<file path="config.mk">
export PLATFORM = sky130hd
export DESIGN_NAME = dcmc_ctrl
export DESIGN_NICKNAME = d
export VERILOG_FILES = /design/src/logic/dcmc_pkg.sv /design/src/logic/dcmc_ctrl.sv /design/src/logic/dcmc_sync.sv /design/src/logic/dcmc_nco.sv
export VERILOG_INCLUDE_DIRS = /design/src /design/src/logic
export SDC_FILE = /design/constraint.sdc
export NUM_CORES = 1
export LEC_CHECK = 0
export BUFFER_PORTS_ARGS = -buffer_cell sky130_fd_sc_hd__buf_2
export CORE_MARGIN = 3
export CORE_UTILIZATION = 42
export DETAILED_ROUTE_END_ITERATION = 12
export PLACE_DENSITY = 0.69
export SETUP_SLACK_MARGIN = 0.05
export SLEW_MARGIN = 20
export SYNTH_ARGS = -nofsm -noshare
export SYNTH_HDL_FRONTEND = slang
export SYNTH_SLANG_ARGS = --single-unit
</file>
<file path="constraint.sdc">
create_clock -name clk -period 3.3 [get_ports clk]
set_clock_uncertainty 0.05 [all_clocks]
set_input_delay 0.165 -clock clk [delete_from_list [all_inputs] [get_ports clk]]
set_output_delay 0.165 -clock clk [all_outputs]
set_load 0.01 [all_outputs]
</file>
<file path="src/logic/dcmc_params.svh">
// named constants for the differential clock mode control block
`ifndef DCMC_PARAMS_SVH
`define DCMC_PARAMS_SVH

// ----------------------------------------------------------------
// register map, byte addresses
// ----------------------------------------------------------------
`define DCMC_ADDR_CTRL      4'h0
`define DCMC_ADDR_STATUS    4'h4
`define DCMC_ADDR_PHASE     4'h8
`define DCMC_CTRL_RESET     1'b1
`define DCMC_RESP_OKAY      2'b00
`define DCMC_RESP_SLVERR    2'b10

// ----------------------------------------------------------------
// mode select codes, written {modeSel0, modeSel1, modeSel2}
// ----------------------------------------------------------------
`define DCMC_MODE_NORMAL    3'b000
`define DCMC_MODE_BYPASS    3'b100
`define DCMC_MODE_TEST      3'b110
`define DCMC_OETEST_MASK    3'b110
`define DCMC_OETEST_CODE    3'b010

// ----------------------------------------------------------------
// multiply select codes, written {ratioSel0, ratioSel1, ratioSel2}
// ----------------------------------------------------------------
`define DCMC_RATIO_4_1      3'b000
`define DCMC_RATIO_9_2      3'b001
`define DCMC_RATIO_6_1      3'b010
`define DCMC_RATIO_8_3      3'b100
`define DCMC_RATIO_16_3     3'b101
`define DCMC_RATIO_8_1      3'b110

// ----------------------------------------------------------------
// timing
// ----------------------------------------------------------------
`define DCMC_CLK_KHZ        40000
`define DCMC_TPOWERUP_MS    3
`define DCMC_TMULT_MS       1
`define DCMC_STOP_SETTLE    5'd20
`define DCMC_NCO_WRAP       9'h040
`define DCMC_TAP_RESET      4'h8

`endif

</file>
<file path="src/logic/dcmc_pkg.sv">
// types shared by the differential clock mode control block
package dcmc_pkg;

	// ----------------------------------------------------------------
	// power / stop state, one-hot
	// ----------------------------------------------------------------
	typedef enum logic [2:0] {
		PWR_DOWN = 3'b001,
		CLK_STOP = 3'b010,
		RUN      = 3'b100
	} dcmc_pwr_t;

	// ----------------------------------------------------------------
	// carriers
	// ----------------------------------------------------------------
	typedef struct packed {
		logic       powerOffN;
		logic       stopN;
		logic [2:0] modeSel;
		logic [2:0] ratioSel;
		logic       refClock;
		logic       ctrlClock;
		logic       chanClock;
	} dcmc_pins_t;

	typedef struct packed {
		logic clock;
		logic clockN;
		logic enable;
	} dcmc_clkout_t;

	// ----------------------------------------------------------------
	// module state
	// ----------------------------------------------------------------
	typedef struct packed {
		logic [10:0] s1;
		logic [10:0] s2;
		logic [10:0] s3;
		logic [10:0] val;
	} dcmc_sync_t;

	typedef struct packed {
		logic [8:0] acc;
		logic       clk;
	} dcmc_nco_t;

	typedef struct packed {
		dcmc_pwr_t    pwr;
		logic [2:0]   mode;
		logic [2:0]   ratio;
		logic [16:0]  settleCnt;
		logic [4:0]   stopCnt;
		logic [15:0]  hist;
		logic [3:0]   tap;
		logic         ctrlSeen;
		logic         chanSeen;
		logic         prevCtrl;
		logic         prevChan;
		logic         prevOut;
		dcmc_clkout_t out;
		logic         loopEn;
		logic         awHave;
		logic [1:0]   awIdx;
		logic         awOk;
		logic         wHave;
		logic         wBit;
		logic         wStrb0;
		logic         bValid;
		logic [1:0]   bResp;
		logic         rValid;
		logic [31:0]  rData;
		logic [1:0]   rResp;
	} dcmc_ctrl_t;

endpackage

</file>
<file path="src/logic/dcmc_ctrl.sv">
// mode, stop / power-down and phase-alignment control of the clock generator
`timescale 1ns/100ps
`include "dcmc_params.svh"

// Overview of operation
// - detector steers aligner to zero error
// - rising edges only
// - multiplier rate is reference times A/B
// - ratio pins select A and B
// - stop high: complementary aligner outputs
// - stop low: drivers high impedance
// - mode pins: normal, bypass, test
// - code 01x: outputs high impedance
// - power-off: source off, outputs undriven
// - power-off dominates, then stop
// - power-up follows pins
// - transition glitches allowed
// - ratio change down or running
// - standard channel rates supported
// - outputs off soon after stop
// - phase settles in 20 output cycles
// - ratio resettles within 1 ms
// - power-up settles within 3 ms
module dcmc_ctrl #(
	parameter int POWERUP_CYC = `DCMC_TPOWERUP_MS * `DCMC_CLK_KHZ, // 3 ms
	parameter int MULT_CYC    = `DCMC_TMULT_MS * `DCMC_CLK_KHZ     // 1 ms
) (
	input  wire logic        clk,                 // clock
	input  wire logic        rst,                 // reset
	input  wire logic        powerOffN,           // power-down pin
	input  wire logic        stopN,               // stop pin
	input  wire logic        modeSel0,            // mode pin
	input  wire logic        modeSel1,            // mode pin
	input  wire logic        modeSel2,            // mode pin
	input  wire logic        ratioSel0,           // ratio pin
	input  wire logic        ratioSel1,           // ratio pin
	input  wire logic        ratioSel2,           // ratio pin
	input  wire logic        refClock,            // reference
	input  wire logic        dividedCtrlClock,    // detector input
	input  wire logic        dividedChannelClock, // detector input
	output logic             clkTrue,             // true data
	output logic             clkTrueOe,           // true enable
	output logic             clkComp,             // comp data
	output logic             clkCompOe,           // comp enable
	output logic             sourceOn,            // source on
	input  wire logic [31:0] s_axi_awaddr,        // aw addr
	input  wire logic        s_axi_awvalid,       // aw valid
	output logic             s_axi_awready,       // aw ready
	input  wire logic [31:0] s_axi_wdata,         // w data
	input  wire logic [3:0]  s_axi_wstrb,         // w strobes
	input  wire logic        s_axi_wvalid,        // w valid
	output logic             s_axi_wready,        // w ready
	output logic [1:0]       s_axi_bresp,         // b resp
	output logic             s_axi_bvalid,        // b valid
	input  wire logic        s_axi_bready,        // b ready
	input  wire logic [31:0] s_axi_araddr,        // ar addr
	input  wire logic        s_axi_arvalid,       // ar valid
	output logic             s_axi_arready,       // ar ready
	output logic [31:0]      s_axi_rdata,         // r data
	output logic [1:0]       s_axi_rresp,         // r resp
	output logic             s_axi_rvalid,        // r valid
	input  wire logic        s_axi_rready         // r ready
);
	localparam logic [16:0] PowerupCnt = 17'(POWERUP_CYC);
	localparam logic [16:0] MultCnt    = 17'(MULT_CYC);

	dcmc_pkg::dcmc_ctrl_t q;
	dcmc_pkg::dcmc_ctrl_t next_q;
	dcmc_pkg::dcmc_pins_t rawPins;
	dcmc_pkg::dcmc_pins_t pins;
	dcmc_pkg::dcmc_pwr_t  decoded;
	logic                 ratioValid;
	logic                 mulClock;
	logic                 ctrlRise;
	logic                 chanRise;
	logic                 modeValid;
	logic                 outRise;
	logic                 source;
	logic                 driveOn;
	logic                 awTake;
	logic                 wTake;
	logic                 arTake;
	logic [1:0]           arIdx;
	logic                 arOk;
	logic [31:0]          statusWord;

	// ----------------------------------------------------------------
	// pin synchronisers and multiplier
	// ----------------------------------------------------------------
	assign rawPins = {powerOffN, stopN, modeSel0, modeSel1, modeSel2, ratioSel0, ratioSel1,
		ratioSel2, refClock, dividedCtrlClock, dividedChannelClock};

	dcmc_sync u_sync (
		.clk     (clk),
		.rst     (rst),
		.pinsIn  (rawPins),
		.pinsOut (pins)
	);

	// source off in power-down
	dcmc_nco u_nco (
		.clk      (clk),
		.rst      (rst),
		.enable   (q.pwr != dcmc_pkg::PWR_DOWN),
		.ratioSel (q.ratio),
		.valid    (ratioValid),
		.mulClock (mulClock)
	);

	// ----------------------------------------------------------------
	// bus handshakes: one write and one read in flight
	// ----------------------------------------------------------------
	assign s_axi_awready = !q.awHave && !q.bValid;
	assign s_axi_wready  = !q.wHave && !q.bValid;
	assign s_axi_arready = !q.rValid;
	assign awTake = s_axi_awvalid && s_axi_awready;
	assign wTake  = s_axi_wvalid && s_axi_wready;
	assign arTake = s_axi_arvalid && s_axi_arready;
	assign arIdx  = s_axi_araddr[3:2];
	assign arOk   = (s_axi_araddr <= 32'(`DCMC_ADDR_PHASE)) && (s_axi_araddr[1:0] == 2'b00);

	// ----------------------------------------------------------------
	// decode helpers
	// ----------------------------------------------------------------
	always_comb begin
		if (!pins.powerOffN) begin
			decoded = dcmc_pkg::PWR_DOWN;
		end else if (!pins.stopN) begin
			decoded = dcmc_pkg::CLK_STOP;
		end else begin
			decoded = dcmc_pkg::RUN;
		end
	end

	always_comb begin
		// vendor and reserved codes: undriven
		case (q.mode)
			`DCMC_MODE_NORMAL: modeValid = ratioValid;
			`DCMC_MODE_BYPASS: modeValid = ratioValid;
			`DCMC_MODE_TEST:   modeValid = 1'b1;
			default:           modeValid = 1'b0;
		endcase
	end

	always_comb begin
		case (q.mode)
			`DCMC_MODE_BYPASS: source = mulClock;
			`DCMC_MODE_TEST:   source = pins.refClock;
			default:           source = q.hist[q.tap];
		endcase
	end

	// a pending settle may not start the drivers, even through a stop release
	assign driveOn = (q.pwr == dcmc_pkg::RUN) && modeValid
		&& ((q.mode & `DCMC_OETEST_MASK) != `DCMC_OETEST_CODE)
		&& !(q.settleCnt != 17'h00000 && !q.out.enable);

	assign ctrlRise = pins.ctrlClock && !q.prevCtrl;
	assign chanRise = pins.chanClock && !q.prevChan;
	assign outRise  = q.out.clock && !q.prevOut;

	assign statusWord = 32'({q.stopCnt == 5'h00, q.settleCnt == 17'h00000, ratioValid,
		modeValid, q.ratio, q.mode, q.pwr});

	// ----------------------------------------------------------------
	// next state
	// ----------------------------------------------------------------
	always_comb begin
		next_q = q;

		// no fixed state; glitches tolerated
		next_q.pwr = decoded;

		// mode latched in power-down
		if (q.pwr == dcmc_pkg::PWR_DOWN) begin
			next_q.mode = pins.modeSel;
		end

		// settle timers
		if (q.settleCnt != 17'h00000) begin
			next_q.settleCnt = q.settleCnt - 17'h00001;
		end
		if (decoded == dcmc_pkg::PWR_DOWN) begin
			next_q.settleCnt = 17'h00000;
		end else if (q.pwr == dcmc_pkg::PWR_DOWN) begin
			next_q.settleCnt = PowerupCnt;
		end
		if (pins.ratioSel != q.ratio) begin
			next_q.ratio = pins.ratioSel;
			if (q.pwr == dcmc_pkg::RUN && decoded == dcmc_pkg::RUN) begin
				next_q.settleCnt = MultCnt;
			end
		end

		// stop resettle counts output rises
		if (q.pwr == dcmc_pkg::CLK_STOP && decoded == dcmc_pkg::RUN) begin
			next_q.stopCnt = `DCMC_STOP_SETTLE;
		end else if (decoded != dcmc_pkg::RUN) begin
			next_q.stopCnt = 5'h00;
		end else if (outRise && q.stopCnt != 5'h00) begin
			next_q.stopCnt = q.stopCnt - 5'h01;
		end

		// aligner delay line and rising-edge phase detector
		next_q.hist = {q.hist[14:0], mulClock};
		next_q.prevCtrl = pins.ctrlClock;
		next_q.prevChan = pins.chanClock;
		if (!q.loopEn || q.mode != `DCMC_MODE_NORMAL || q.pwr == dcmc_pkg::PWR_DOWN) begin
			next_q.ctrlSeen = 1'b0;
			next_q.chanSeen = 1'b0;
		end else if (ctrlRise && chanRise) begin
			next_q.ctrlSeen = 1'b0;
			next_q.chanSeen = 1'b0;
		end else if (ctrlRise) begin
			if (q.chanSeen) begin
				// channel edge came first: delay the output more
				next_q.chanSeen = 1'b0;
				if (q.tap != 4'hF) begin
					next_q.tap = q.tap + 4'h1;
				end
			end else begin
				next_q.ctrlSeen = 1'b1;
			end
		end else if (chanRise) begin
			if (q.ctrlSeen) begin
				// channel edge came late: pull the output earlier
				next_q.ctrlSeen = 1'b0;
				if (q.tap != 4'h0) begin
					next_q.tap = q.tap - 4'h1;
				end
			end else begin
				next_q.chanSeen = 1'b1;
			end
		end

		// data low while undriven
		next_q.prevOut = q.out.clock;
		next_q.out.enable = driveOn;
		next_q.out.clock = driveOn & source;
		next_q.out.clockN = driveOn & ~source;

		// write channel
		if (awTake) begin
			next_q.awHave = 1'b1;
			next_q.awIdx = s_axi_awaddr[3:2];
			next_q.awOk = (s_axi_awaddr <= 32'(`DCMC_ADDR_PHASE))
				&& (s_axi_awaddr[1:0] == 2'b00);
		end
		if (wTake) begin
			next_q.wHave = 1'b1;
			next_q.wBit = s_axi_wdata[0];
			next_q.wStrb0 = s_axi_wstrb[0];
		end
		if (q.awHave && q.wHave) begin
			next_q.awHave = 1'b0;
			next_q.wHave = 1'b0;
			next_q.bValid = 1'b1;
			next_q.bResp = q.awOk ? `DCMC_RESP_OKAY : `DCMC_RESP_SLVERR;
			if (q.awOk && q.wStrb0 && {q.awIdx, 2'b00} == `DCMC_ADDR_CTRL) begin
				next_q.loopEn = q.wBit;
			end
		end
		if (q.bValid && s_axi_bready) begin
			next_q.bValid = 1'b0;
		end

		// status and phase read-only
		if (arTake) begin
			next_q.rValid = 1'b1;
			next_q.rResp = arOk ? `DCMC_RESP_OKAY : `DCMC_RESP_SLVERR;
			next_q.rData = 32'h00000000;
			if (arOk) begin
				case ({arIdx, 2'b00})
					`DCMC_ADDR_CTRL:   next_q.rData = 32'({q.loopEn});
					`DCMC_ADDR_STATUS: next_q.rData = statusWord;
					`DCMC_ADDR_PHASE:  next_q.rData = 32'({q.tap});
					default:           next_q.rData = 32'h00000000;
				endcase
			end
		end else if (q.rValid && s_axi_rready) begin
			next_q.rValid = 1'b0;
		end
	end

	// ----------------------------------------------------------------
	// state register
	// ----------------------------------------------------------------
	always_ff @(posedge clk) begin
		if (rst) begin
			q <= '0;
			q.pwr <= dcmc_pkg::PWR_DOWN;
			q.tap <= `DCMC_TAP_RESET;
			q.loopEn <= `DCMC_CTRL_RESET;
		end else begin
			q <= next_q;
		end
	end

	// ----------------------------------------------------------------
	// outputs
	// ----------------------------------------------------------------
	assign clkTrue      = q.out.clock;
	assign clkComp      = q.out.clockN;
	assign clkTrueOe    = q.out.enable;
	assign clkCompOe    = q.out.enable;
	assign sourceOn     = (q.pwr != dcmc_pkg::PWR_DOWN);
	assign s_axi_bvalid = q.bValid;
	assign s_axi_bresp  = q.bResp;
	assign s_axi_rvalid = q.rValid;
	assign s_axi_rdata  = q.rData;
	assign s_axi_rresp  = q.rResp;
endmodule // dcmc_ctrl

</file>
<file path="src/logic/dcmc_sync.sv">
// three-stage pin synchroniser; a bit changes once stages two and three agree
`timescale 1ns/100ps
`include "dcmc_params.svh"
module dcmc_sync (
	input  wire logic              clk,     // system clock
	input  wire logic              rst,     // synchronous reset
	input  wire dcmc_pkg::dcmc_pins_t pinsIn,  // raw pin levels
	output dcmc_pkg::dcmc_pins_t   pinsOut  // filtered levels
);
	dcmc_pkg::dcmc_sync_t q;
	dcmc_pkg::dcmc_sync_t next_q;
	logic [10:0]          agree;

	always_comb begin
		next_q = q;
		agree = ~(q.s2 ^ q.s3);
		next_q.s1 = pinsIn;
		next_q.s2 = q.s1;
		next_q.s3 = q.s2;
		next_q.val = (agree & q.s3) | (~agree & q.val);
	end

	always_ff @(posedge clk) begin
		if (rst) begin
			q <= '0;
		end else begin
			q <= next_q;
		end
	end

	assign pinsOut = q.val;
endmodule // dcmc_sync

</file>
<file path="src/logic/dcmc_nco.sv">
// multiply-ratio decode and digital model of the multiplier clock
`timescale 1ns/100ps
`include "dcmc_params.svh"
module dcmc_nco (
	input  wire logic       clk,      // system clock
	input  wire logic       rst,      // synchronous reset
	input  wire logic       enable,   // clock source powered
	input  wire logic [2:0] ratioSel, // {ratioSel0, ratioSel1, ratioSel2}
	output logic            valid,    // code is a defined ratio
	output logic            mulClock  // multiplier_out_clock model
);
	dcmc_pkg::dcmc_nco_t q;
	dcmc_pkg::dcmc_nco_t next_q;
	logic [4:0]          divA;
	logic [1:0]          divB;
	logic [8:0]          wrapAt;
	logic [8:0]          sum;

	// feedback divider A and prescaler B
	always_comb begin
		valid = 1'b1;
		case (ratioSel)
			`DCMC_RATIO_4_1:  begin divA = 5'h04; divB = 2'h1; end
			`DCMC_RATIO_9_2:  begin divA = 5'h09; divB = 2'h2; end
			`DCMC_RATIO_6_1:  begin divA = 5'h06; divB = 2'h1; end
			`DCMC_RATIO_8_3:  begin divA = 5'h08; divB = 2'h3; end
			`DCMC_RATIO_16_3: begin divA = 5'h10; divB = 2'h3; end
			`DCMC_RATIO_8_1:  begin divA = 5'h08; divB = 2'h1; end
			default: begin
				divA = 5'h00;
				divB = 2'h1;
				valid = 1'b0;
			end
		endcase
	end

	// rate is clk * A / (2 * B * wrap); the reference is clk / (2 * wrap)
	always_comb begin
		next_q = q;
		wrapAt = 9'(divB * `DCMC_NCO_WRAP);
		sum = q.acc + 9'(divA);
		if (!enable || !valid) begin
			next_q = '0;
		end else if (sum >= wrapAt) begin
			next_q.acc = sum - wrapAt;
			next_q.clk = ~q.clk;
		end else begin
			next_q.acc = sum;
		end
	end

	always_ff @(posedge clk) begin
		if (rst) begin
			q <= '0;
		end else begin
			q <= next_q;
		end
	end

	assign mulClock = q.clk;
endmodule // dcmc_nco

</file>
==> After elaboration in Yosys (flattened, before gate mapping) <==
Index checks and enable logic that the tools add are counted.
{ "classes": {"addsub": 6, "magnitude_cmp": 4, "eq_ne": 22, "mux": 32, "bitwise_logic": 13, "n_reduce_logical": 69} }
{ "ops": {"columns": ["operator", "count"], "rows": [
  ["2-to-1 mux 17 bit", 5],
  ["<= comparator 32 x 4 -> 1 bit, second input constant", 2],
  ["one-hot mux 13 bit (3 select lines)", 1],
  ["2-to-1 mux 32 bit", 1],
  ["one-hot mux 5 bit (5 select lines)", 1],
  ["logical AND 1 bit", 23],
  ["AND 11 bit", 2],
  ["inverter 11 bit", 2],
  ["== test 3 bit, second input constant", 7],
  ["2-to-1 mux 5 bit", 4],
  ["logical NOT 17 bit", 1],
  ["nonzero test 17 bit", 1],
  ["subtractor 17 x 1 -> 17 bit, second input constant", 1],
  ["logical NOT 1 bit", 12],
  ["2-to-1 mux 4 bit", 3],
  ["2-to-1 mux 6 bit", 2],
  ["OR reduction 2 bit", 6],
  ["bitwise OR 11 bit", 1],
  ["bitwise XOR 11 bit", 1],
  ["adder 9 x 5 -> 9 bit", 1],
  ["== test 3 x 1 -> 1 bit, second input constant", 3],
  [">= comparator 9 x 8 -> 1 bit", 1],
  ["2-to-1 mux 9 bit", 1],
  ["subtractor 9 x 8 -> 9 bit", 1],
  ["other kinds (34)", 63]
]} }
{ "totals": {"regBits": 159, "input_bits": 118, "output_inout_bits": 46, "elab_cells": 180} }

==> Longest topological paths before layout <==
Gate-level depths: netlist of run 1.
{ "depth": {"depth_word": 8, "mapped_depth": 17, "ltp_nobuf": 16} }

==> Hierarchy <==
A second synthesis of run 1 with hierarchy kept.
{ "unflattened": {"hier_cells": 644, "hier_area_um2": 6052.1} }
{ "modules_own_cells": {"columns": ["mod", "instances", "cells_each", "area_each_um2", "seq_area_each_um2"], "rows": [
  ["dcmc_ctrl", 1, 438, 3940.0, 1681.6],
  ["dcmc_sync", 1, 125, 1376.3, 880.8],
  ["dcmc_nco", 1, 81, 735.7, 200.2]
]} }

==> Least setup slack after synthesis of run 1 <==
OpenSTA, ideal clock, no wires.
{ "synth_path": {"path_kind": "flip-flop to flip-flop", "from": "register q[96] (netlist bit)", "to": "register u_nco.q[7] (netlist bit)", "setup_ps": 87, "arrival_time_ps": 3001, "t_required_ps": 3163, "path_slack_ps": 162, "path_stages_with_launch": 13, "path_buffers": 1, "period_less_slack_ps": 3138, "path_cell_list": "dfxtp_1 clkbuf_1 nor2_1 and2_1 ha_1 a211o_1 a211oi_1 or3_1 xnor2_1 ha_1 a211o_1 or4_1 o31ai_1"} }
{ "synth_via": {"elab_chain_len": 6, "word_cells_on_any_way": 19, "cone_classes": "2 x add/sub; 1 x order compare; 5 x eq/ne; 4 x mux; 7 x reduce/logical"} }
{ "synth_lines": {"columns": ["item", "line_no", "source"], "rows": [
  ["start, declared", "dcmc_ctrl.sv:67", "dcmc_pkg::dcmc_ctrl_t q;"],
  ["start signal, assigned", "dcmc_ctrl.sv:295", "q <= next_q;"],
  ["== test 3 bit (tied with other cells)", "dcmc_nco.sv:22", "case (ratioSel)"],
  ["OR reduction 2 bit (no source line) or OR reduction 6 bit (tied branches)", null, null],
  ["one-hot mux 5 bit (5 select lines) or 2-to-1 mux 1 bit (tied branches)", "dcmc_nco.sv:22", null],
  ["adder 9 x 5 -> 9 bit or logical NOT 1 bit (tied branches)", "dcmc_nco.sv:41, dcmc_nco.sv:42", null],
  ["subtractor 9 x 8 -> 9 bit (tied with other cells)", "dcmc_nco.sv:45", "next_q.acc = sum - wrapAt;"],
  ["2-to-1 mux 9 bit or OR reduction 2 bit (tied branches)", null, null],
  ["end signal, assigned", "dcmc_nco.sv:56", "q <= next_q;"],
  ["end, declared", "dcmc_nco.sv:12", "dcmc_pkg::dcmc_nco_t q;"]
]} }
Several ways; a longest one is shown, not always the timed one.
A chain may end at the register's enable or synchronous reset.

==> Worst setup path after layout of run 1 <==
{ "layout_path": {"from": "register q[97] (netlist bit)", "to": "register u_nco.q[7] (netlist bit)"} }
Same word-level chain as after synthesis.

==> results of run 1 <==
-- what timing repair did --
action | in CTS | in global routing
resized for setup | 3 | 20
setup buffers | 0 | 11
pin swaps | 0 | 7
hold buffers | 22 | 0
endpoints found under the hold margin | 17 | 0
setup endpoints to repair | 3 | 4
-- area by class of cell --
| cell class | count | area share |
|---|---|---|
| clock buffers | 24 | 0.0700 |
| clock inverters | 7 | 0.0120 |
| inverters | 20 | 0.0103 |
| multi-input cells | 435 | 0.376 |
| flip-flops and latches | 138 | 0.379 |
| well taps | 176 | 0.0301 |
| repair buffers | 148 | 0.122 |
-- registers in the layout, summed over array words and instances (netlist names), 9 cells and up, named ones only --
signal,count
q,49
u_sync.next_q,22
next_q,15
s_axi_rdata,13
u_sync.q,11
u_nco.q,9
-- tightest hold or removal path, cell delays in order --
cell	delay [ps]
buf_2	100
a21oi_1	60
nor3_1	120
-- placed cells by master, fill, tap and decap left out, types with 8 or more instances in the layout --
cell           netlist  final
a22oi_1             10     10
dlygate4sd3_1        0     22
buf_2                1    108
nor2_1              58     56
buf_4               37     18
dfxtp_1            138    135
inv_1               19     19
nor4_1              16     16
nand2_1             41     40
a21oi_1             40     40
nor3_1              17     17
xnor2_1             18     17
nand2b_1            11     11
ha_1                12      9
xor2_1              11     11
o21ai_0             20     18
clkbuf_16            0     17
mux2i_1              8      8
conb_1               1     21
nor2b_1             60     59
-- metal layers --
layer  wire length [microns]  track usage
met1                    5530        0.197
met2                    6410        0.277
met3                     519       0.0472
met4                     195       0.0706
met5                       0            0
-- worst max path at each step --
| stage | from | endpoint | depth (start not counted) |
|---|---|---|---|
| 2_1_floorplan | q[96] | u_nco.q[7] | 12 |
| 3_3_place_gp | q[98] | u_nco.q[8] | 15 |
| 3_5_place_dp | q[98] | u_nco.q[7] | 15 |
| 4_1_cts | q[97] | u_nco.q[7] | 12 |
| 5_1_grt | q[98] | u_nco.q[7] | 16 |
| 6_report | q[97] | u_nco.q[7] | 16 |
-- power groups by stage --
stage          logic (mW)  registers [mW]  clock network (mW)
6_report            0.165            1.70                1.88
5_1_grt             0.185            1.71                2.00
4_1_cts             0.165            1.71                1.92
3_5_place_dp        0.143            1.74                   0
3_3_place_gp        0.138            1.74                   0
2_1_floorplan      0.0938            1.74                   0
-- kinds of logic (layout without fill, tap and decap cells) --
group,Yosys count,count (layout),synth area share
compound gates,103,103,0.112
fa+ha+maj,14,14,0.0327
xor+xnor,29,29,0.0436
mux,13,13,0.0234
flops,138,138,0.474
other cells,1,21,0.000644
simple gates,255,255,0.238
buf+inv,78,199,0.0756
-- through the flow --
stage,setup slack (ps),total power [mW],instance area [sq um]
floorplan,162,1.83,5900
global placement,178,1.88,6350
detailed placement,37.6,1.88,6350
CTS,53.9,3.79,7180
global route,-32.2,3.89,7320
finish,116,3.75,7320
==> impl_summary.log, run 1 <==
[metrics] outcome: finished clean
[metrics] total via count in the routed design: around 4800
[metrics] period utilization: 0.965
[metrics] DRC violation total after the first TritonRoute iteration: about 260
[metrics] largest cells by area after synthesis: dfxtp_1, nor2b_1, buf_4
[metrics] FF-to-FF path depth: 16
[metrics] number of antenna violations at the first check in global routing: 0
[metrics] Synth Instances: ~630
[metrics] Unique masters post-synth: 59
[metrics] fraction of final layout cells sized beyond drive strength 1: 0.250
[metrics] clock network power share: 0.502
[metrics] post-route setup TNS: 0 ps
[metrics] x dimension of the die: about 120 microns
[metrics] count of buffers inserted at the top-level ports: between 100 and 150
[metrics] GRT overflow: 0
[metrics] Peak Freq: around 0.31 GHz
[metrics] maximum single-stage delay on the critical path: 480 ps
[metrics] Final Setup Violations: 0
[metrics] detailed placer's ending HPWL: approximately 9100 microns
[metrics] power per standard cell area: ~510 nW/um^2
[metrics] Min-Delay Path Depth: 3
[metrics] clk root buf: clkbuf_16
[metrics] fill cell total of the finished layout: around 1200
[metrics] endpoint arrival time on the critical path: ~3500 ps
[metrics] FFs w/ async S/R, synth: 0
[metrics] buffer depth of the longest clock path: 2
[metrics] cell-internal power: 3.00 mW
[metrics] reported leakage power: approximately 3.1 nW
[metrics] Worst Setup Start Kind: flop
[metrics] Reg clk slew, reported paths: about 60 ps
[metrics] R2R Setup Slk: around 120 ps
[metrics] worst relative slew slack: 0.578
[metrics] total routing usage reported by global routing: 0.165
[metrics] final hold slack: approximately 37 ps
[metrics] Final Max Slew Viols: 0
[metrics] sw frac: 0.201
[metrics] combinational share of power: 0.044
[metrics] proportion of netlist area held by the largest area contributor: 0.474
[metrics] top post-synthesis cells by count: dfxtp_1, nor2b_1, nor2_1, nand2_1, a21oi_1
[metrics] Worst Path Class, Setup: flop to flop
[metrics] largest delay contributor family on the critical path: adder cells
[metrics] Total Die Area: around 15000 sq um
[metrics] number of synthesized flops with an enable pin: 0
[metrics] critical path capture point type: flop
[metrics] vias in the first global route: around 4400
[metrics] library cell with the largest summed area after synthesis: dfxtp_1
[metrics] cell area after synthesis: ~5800 sq um
[metrics] share of synthesized area occupied by flip-flops and latches: 0.474
[metrics] initial cell density of the core: 0.435
[metrics] detailed-route DRC error count: 0
[metrics] master of the slowest instance on the critical path: or4_1
[metrics] post-synthesis register bit count: 138
[metrics] Clk Latency, worst-skew pair: about 410 ps
[metrics] number of placed instances, taps included: 884
[metrics] maximum resistive drop on vdd: between 300 and 400 uV
[metrics] reg2reg start: q[97]
[metrics] flip-flop and latch area: about 2800 sq um
[metrics] number of iterations in the first detailed-routing pass: 6
[metrics] Psw: approximately 0.76 mW
[metrics] Post-layout nets: between 800 and 900
[metrics] Site Rows: 42
[metrics] average via count per standard cell: roughly 5
[metrics] clock sink count: approximately 140
[metrics] pin slew with the least headroom to its limit: between 600 and 700 ps
[metrics] core box area: 13400 sq um
[metrics] hold path start: s_axi_arvalid
[metrics] Mean Syn Cell Area: roughly 9.2 sq um
[metrics] required time of the critical path: roughly 3600 ps
[metrics] count of synthesis-stage warnings from yosys: 0
[metrics] global-route wire length before repair: 20000 microns
[metrics] clock tree from TritonCTS: done
[metrics] final core utilization: 0.546
[metrics] final std cells w/o fill: approximately 950
[metrics] most frequently used cell type in the post-synthesis netlist: dfxtp_1
[metrics] Synth Flop Type: dfxtp_1
[metrics] terminating pin of the worst hold path: s_axi_rresp[1]
[metrics] reported max-cap violation count: 0
[metrics] io pins: ~160
[metrics] maximum fanout along the worst path: 5
[metrics] number of routed nets with antenna violations: 0
[metrics] total detailed-routing wirelength: 12700 microns
[metrics] class of the tightest hold or removal check: input port to flop
[metrics] r2r endpoint: u_nco.q[7]
[metrics] Routed wire per std cell: between 10 and 15 microns
[metrics] Antenna Diode Count: 0
[metrics] post-route minimum period: 3180 ps
[metrics] worst-path cell chain: nor2_4 > nand2_2 > inv_1 > ha_2 > inv_1 > fa_2 > nor2b_4 > o211a_1 > o21ai_2 > xor2_1 > ha_2 > nand3_2 > nor3b_2 > o2111a_2 > or4_1 > o31ai_1
[metrics] WP buf/inv: 2
[metrics] synthesis-to-layout area growth: 25.6%
[metrics] Final Hold Vio Count: 0
[metrics] routability cong.: around 0.81
[metrics] setup repair after global routing missed its margin: yes
[metrics] sequential share of power: 0.454
[metrics] die height: approximately 120 microns
[metrics] multi-input gate area in the final layout: 2750 sq um
[metrics] maximum number of pins on one net before global-route repair: 51
[metrics] TritonCTS Buffers: 17
[metrics] H-tree levels: 4
Power figures use the tool's default switching activity.
==> run 2, diff against run 1 <==
- ABC_AREA: unset -> 1
- CORE_UTILIZATION: 42 -> 26
- PLACE_DENSITY: 0.69 -> unset
==> run 2 against run 1 <==
Fmax rose by 8.0%. Sequential share of layout area down 2.3 points. Synthesized cell count is 35% higher. First-iteration DRC count is 3.1% lower. Register-to-register slack gained 240 ps. Critical endpoint is now u_nco.mulClock. Largest cell class is now multi-input gates. Highest routed layer is now met5.
==> impl_summary.log, run 2 <==
[metrics] Mean Syn Cell Area: 7.41 sq um (-20%)
[metrics] maximum fanout along the worst path: 7 (+2)
[metrics] clock tree from TritonCTS: done
[metrics] Antenna Diode Count: 0 (unchanged)
[metrics] Post-layout nets: 1095 (+23%)
[metrics] maximum single-stage delay on the critical path: 390 ps (-90 ps)
[metrics] required time of the critical path: 3550 ps (-20 ps)
[metrics] Worst Setup Start Kind: flop
[metrics] Clk Latency, worst-skew pair: 420 ps (about the same)
[metrics] Final Max Slew Viols: 0 (unchanged)
[metrics] H-tree levels: 4 (unchanged)
[metrics] Unique masters post-synth: 46 (-22%)
[metrics] Final Hold Vio Count: 0 (unchanged)
[metrics] setup repair after global routing missed its margin: no
[metrics] number of antenna violations at the first check in global routing: 1 (+1)
[metrics] Synth Flop Type: dfxtp_1
[metrics] share of synthesized area occupied by flip-flops and latches: 0.439 (-0.0356)
[metrics] outcome: finished clean
[metrics] Total Die Area: 26100 sq um (+71%)
[metrics] detailed-route DRC error count: 0 (unchanged)
[metrics] routability cong.: 0.823 (+2.0%)
[metrics] Min-Delay Path Depth: 4 (+1)
[metrics] detailed placer's ending HPWL: 10700 microns (+17%)
[metrics] count of synthesis-stage warnings from yosys: 0 (unchanged)
[metrics] reported max-cap violation count: 0 (unchanged)
[metrics] flip-flop count of the largest register after layout: 49 (unchanged)
[metrics] pin slew with the least headroom to its limit: 764 ps (+132 ps)
[metrics] x dimension of the die: 162 microns (+31%)
[metrics] maximum resistive drop on vdd: 356 uV (-4.3%)
[metrics] total detailed-routing wirelength: 14400 microns (+14%)
[metrics] clk root buf: clkbuf_16
[metrics] count of buffers inserted at the top-level ports: 108 (unchanged)
[metrics] area of all placed cells without fillers: 7770 sq um (+6.3%)
[metrics] Worst Path Class, Setup: flop to flop
[metrics] leading cell types in the layout, fill and taps excluded: nor2_1, dfxtp_1, nand2_1, inv_1, buf_2
[metrics] number of synthesized flops with an enable pin: 0 (unchanged)
[metrics] DRC violation total after the first TritonRoute iteration: 251 (-3.1%)
[metrics] synthesis-to-layout area growth: 23.5%
[metrics] Final Setup Violations: 0 (unchanged)
[metrics] io pins: 164 (unchanged)
[metrics] FF-to-FF path depth: 23 (+7)
[metrics] largest cells by area after synthesis: dfxtp_1, nor2_1, nand2_1
[metrics] proportion of netlist area held by the largest area contributor: 0.439 (-0.0356)
[metrics] post-route minimum period: 2950 ps (-236 ps)
[metrics] GRT overflow: 0 (unchanged)
[metrics] TritonCTS Buffers: 17 (unchanged)
[metrics] area post-placement: 6970 sq um (+9.7%)
[metrics] period utilization: 0.893 (-0.0715)
[metrics] Synth Instances: 850 (+35%)
[metrics] total routing usage reported by global routing: 0.113 (-0.0519)
[metrics] global-route wire length before repair: 24000 microns (+20%)
[metrics] number of iterations in the first detailed-routing pass: 4 (-2)
[metrics] cell area after synthesis: 6300 sq um (+8.1%)
[metrics] endpoint arrival time on the critical path: 3200 ps (-250 ps)
[metrics] reported leakage power: 3.39 nW (+10%)
[metrics] average via count per standard cell: 4.19 (-17%)
[metrics] top post-synthesis cells by count: nor2_1, dfxtp_1, nand2_1, inv_1, a21oi_1
[metrics] Routed wire per std cell: 11.1 microns (-17%)
[metrics] flip-flop and latch area: 2770 sq um (-0.23%)
[metrics] fraction of final layout cells sized beyond drive strength 1: 0.193 (-0.0574)
[metrics] total via count in the routed design: 5424 (+14%)
[metrics] largest reg by FF count: q
[metrics] clock sink count: 138 (unchanged)
[metrics] most frequently used cell type in the post-synthesis netlist: nor2_1
[metrics] post-route setup TNS: 0 ps (unchanged)
[metrics] worst-path cell chain: nand2_1 > nor2_2 > ha_2 > inv_1 > fa_2 > inv_2 > nand2_1 > nand2_1 > nand4_1 > nand3b_1 > nand2_1 > ha_1 > nand2_1 > inv_1 > nand2_1 > nor2_1 > nand3_1 > nor2_1 > nand2_1 > nand3_2 > nand2_1 > nand2_1 > nor2_1
[metrics] fill cell total of the finished layout: 2519 (+110%)
[metrics] library cell with the largest summed area after synthesis: dfxtp_1
[metrics] post-synthesis register bit count: 138 (unchanged)
[metrics] initial cell density of the core: 0.267 (-0.168)
[metrics] commonest non-fill, non-tap cell in the layout: nor2_1
[metrics] die height: 162 microns (+31%)
[metrics] core box area: 23600 sq um (+76%)
[metrics] multi-input gate area in the final layout: 2780 sq um (+0.91%)
[metrics] power per standard cell area: 494 nW/um^2 (-3.7%)
[metrics] Reg clk slew, reported paths: 60 ps (about the same)
[metrics] critical path capture point type: flop
[metrics] master of the slowest instance on the critical path: dfxtp_2
[metrics] most frequent cell on the critical path: nand2_1
[metrics] buffer depth of the longest clock path: 2 (unchanged)
[metrics] class of the tightest hold or removal check: input port to flop
[metrics] Site Rows: 56 (+33%)
[metrics] maximum number of pins on one net before global-route repair: 32 (-37%)
[metrics] number of routed nets with antenna violations: 0 (unchanged)
[metrics] FFs w/ async S/R, synth: 0 (unchanged)
[metrics] worst relative slew slack: 0.490 (-0.0882)
[metrics] vias in the first global route: 5174 (+19%)
[metrics] Peak Freq: 0.339 GHz (+8.0%)
-- run 2: cell types whose count changed after synthesis, sizes merged, moves of 9 or more --
cell,previous run,this run
nand2,41,126
nand2b,11,0
or4,9,0
nor2,59,157
xnor2,18,4
o21ai,21,44
nor2b,60,0
nand3,8,49
inv,19,128
a21oi,40,69
a22oi,10,1
-- run 2: path summary, 6_finish.rpt --
path | from | end | slack, ps
worst max register to register | q[96] | u_nco.mulClock | 350
worst max-delay path | q[96] | u_nco.mulClock | 350
worst min register to register | u_sync.next_q[22] | u_sync.next_q[11] | 350
worst min-delay path | s_axi_awvalid | q[41] | 20
-- run 2: logic make-up (layout without fill, tap and decap cells) --
logic type / after synthesis / count (layout) / share of synthesized area
xor+xnor: 12 / 12 / 0.0167
other cells: 1 / 21 / 0.000595
fa+ha+maj: 14 / 14 / 0.0302
simple gates: 379 / 379 / 0.271
flops: 138 / 138 / 0.439
compound gates: 123 / 123 / 0.108
buf+inv: 183 / 289 / 0.135
-- run 2: routing by layer --
| metal | vias to the layer above | routed length [microns] | track usage |
|---|---|---|---|
| met3 | 22 | 870 | 0.0298 |
| met1 | 2390 | 6850 | 0.145 |
| met5 | - | 13 | 0 |
| li1 | 2871 | - | - |
| met2 | 139 | 6370 | 0.185 |
| met4 | 2 | 282 | 0.0415 |
-- run 2: layout make-up --
class | count | area share
well taps | 319 | 0.0513
flip-flops and latches | 138 | 0.356
inverters | 128 | 0.0618
multi-input cells | 549 | 0.357
repair buffers | 129 | 0.0953
clock inverters | 13 | 0.0216
clock buffers | 19 | 0.0570
-- run 2: power breakdown --
group          total [mW]  switching [mW]  internal, mW
combinational       0.180           0.101        0.0790
sequential           1.71          0.0148          1.69
clock                1.95           0.736          1.21
total                3.84           0.852          2.99
-- run 2: timing repair --
| action | in CTS | in global routing |
|---|---|---|
| endpoints found under the setup margin | 0 | 4 |
| endpoints found under the hold margin | 17 | 0 |
| gates resized for setup | 0 | 8 |
| hold buffers | 17 | 0 |
| buffers inserted | 0 | 1 |
-- run 2: through the flow --
stage / setup slack (ps) / hold WS [ps] / utilization / power [mW] / instances
2_1_floorplan: 413 / 197 / - / 1.85 / 870
3_3_place_gp: 251 / 310 / 0.295 / 1.91 / 1245
3_5_place_dp: 187 / 309 / 0.295 / 1.91 / 1245
4_1_cts: 180 / 2.01 / 0.328 / 3.89 / 1294
5_1_grt: 56.8 / 62.3 / 0.329 / 3.99 / 1295
6_report: 351 / 16.4 / 0.329 / 3.84 / 1295
-- run 2: critical path: cells and delay by family (launching register included) --
| kind | cells | cell delay, ps |
|---|---|---|
| buffers and inverters | 3 | 170 |
| and+or+nand+nor | 17 | 1380 |
| DFF | 1 | 390 |
| adders and majority gates | 3 | 850 |
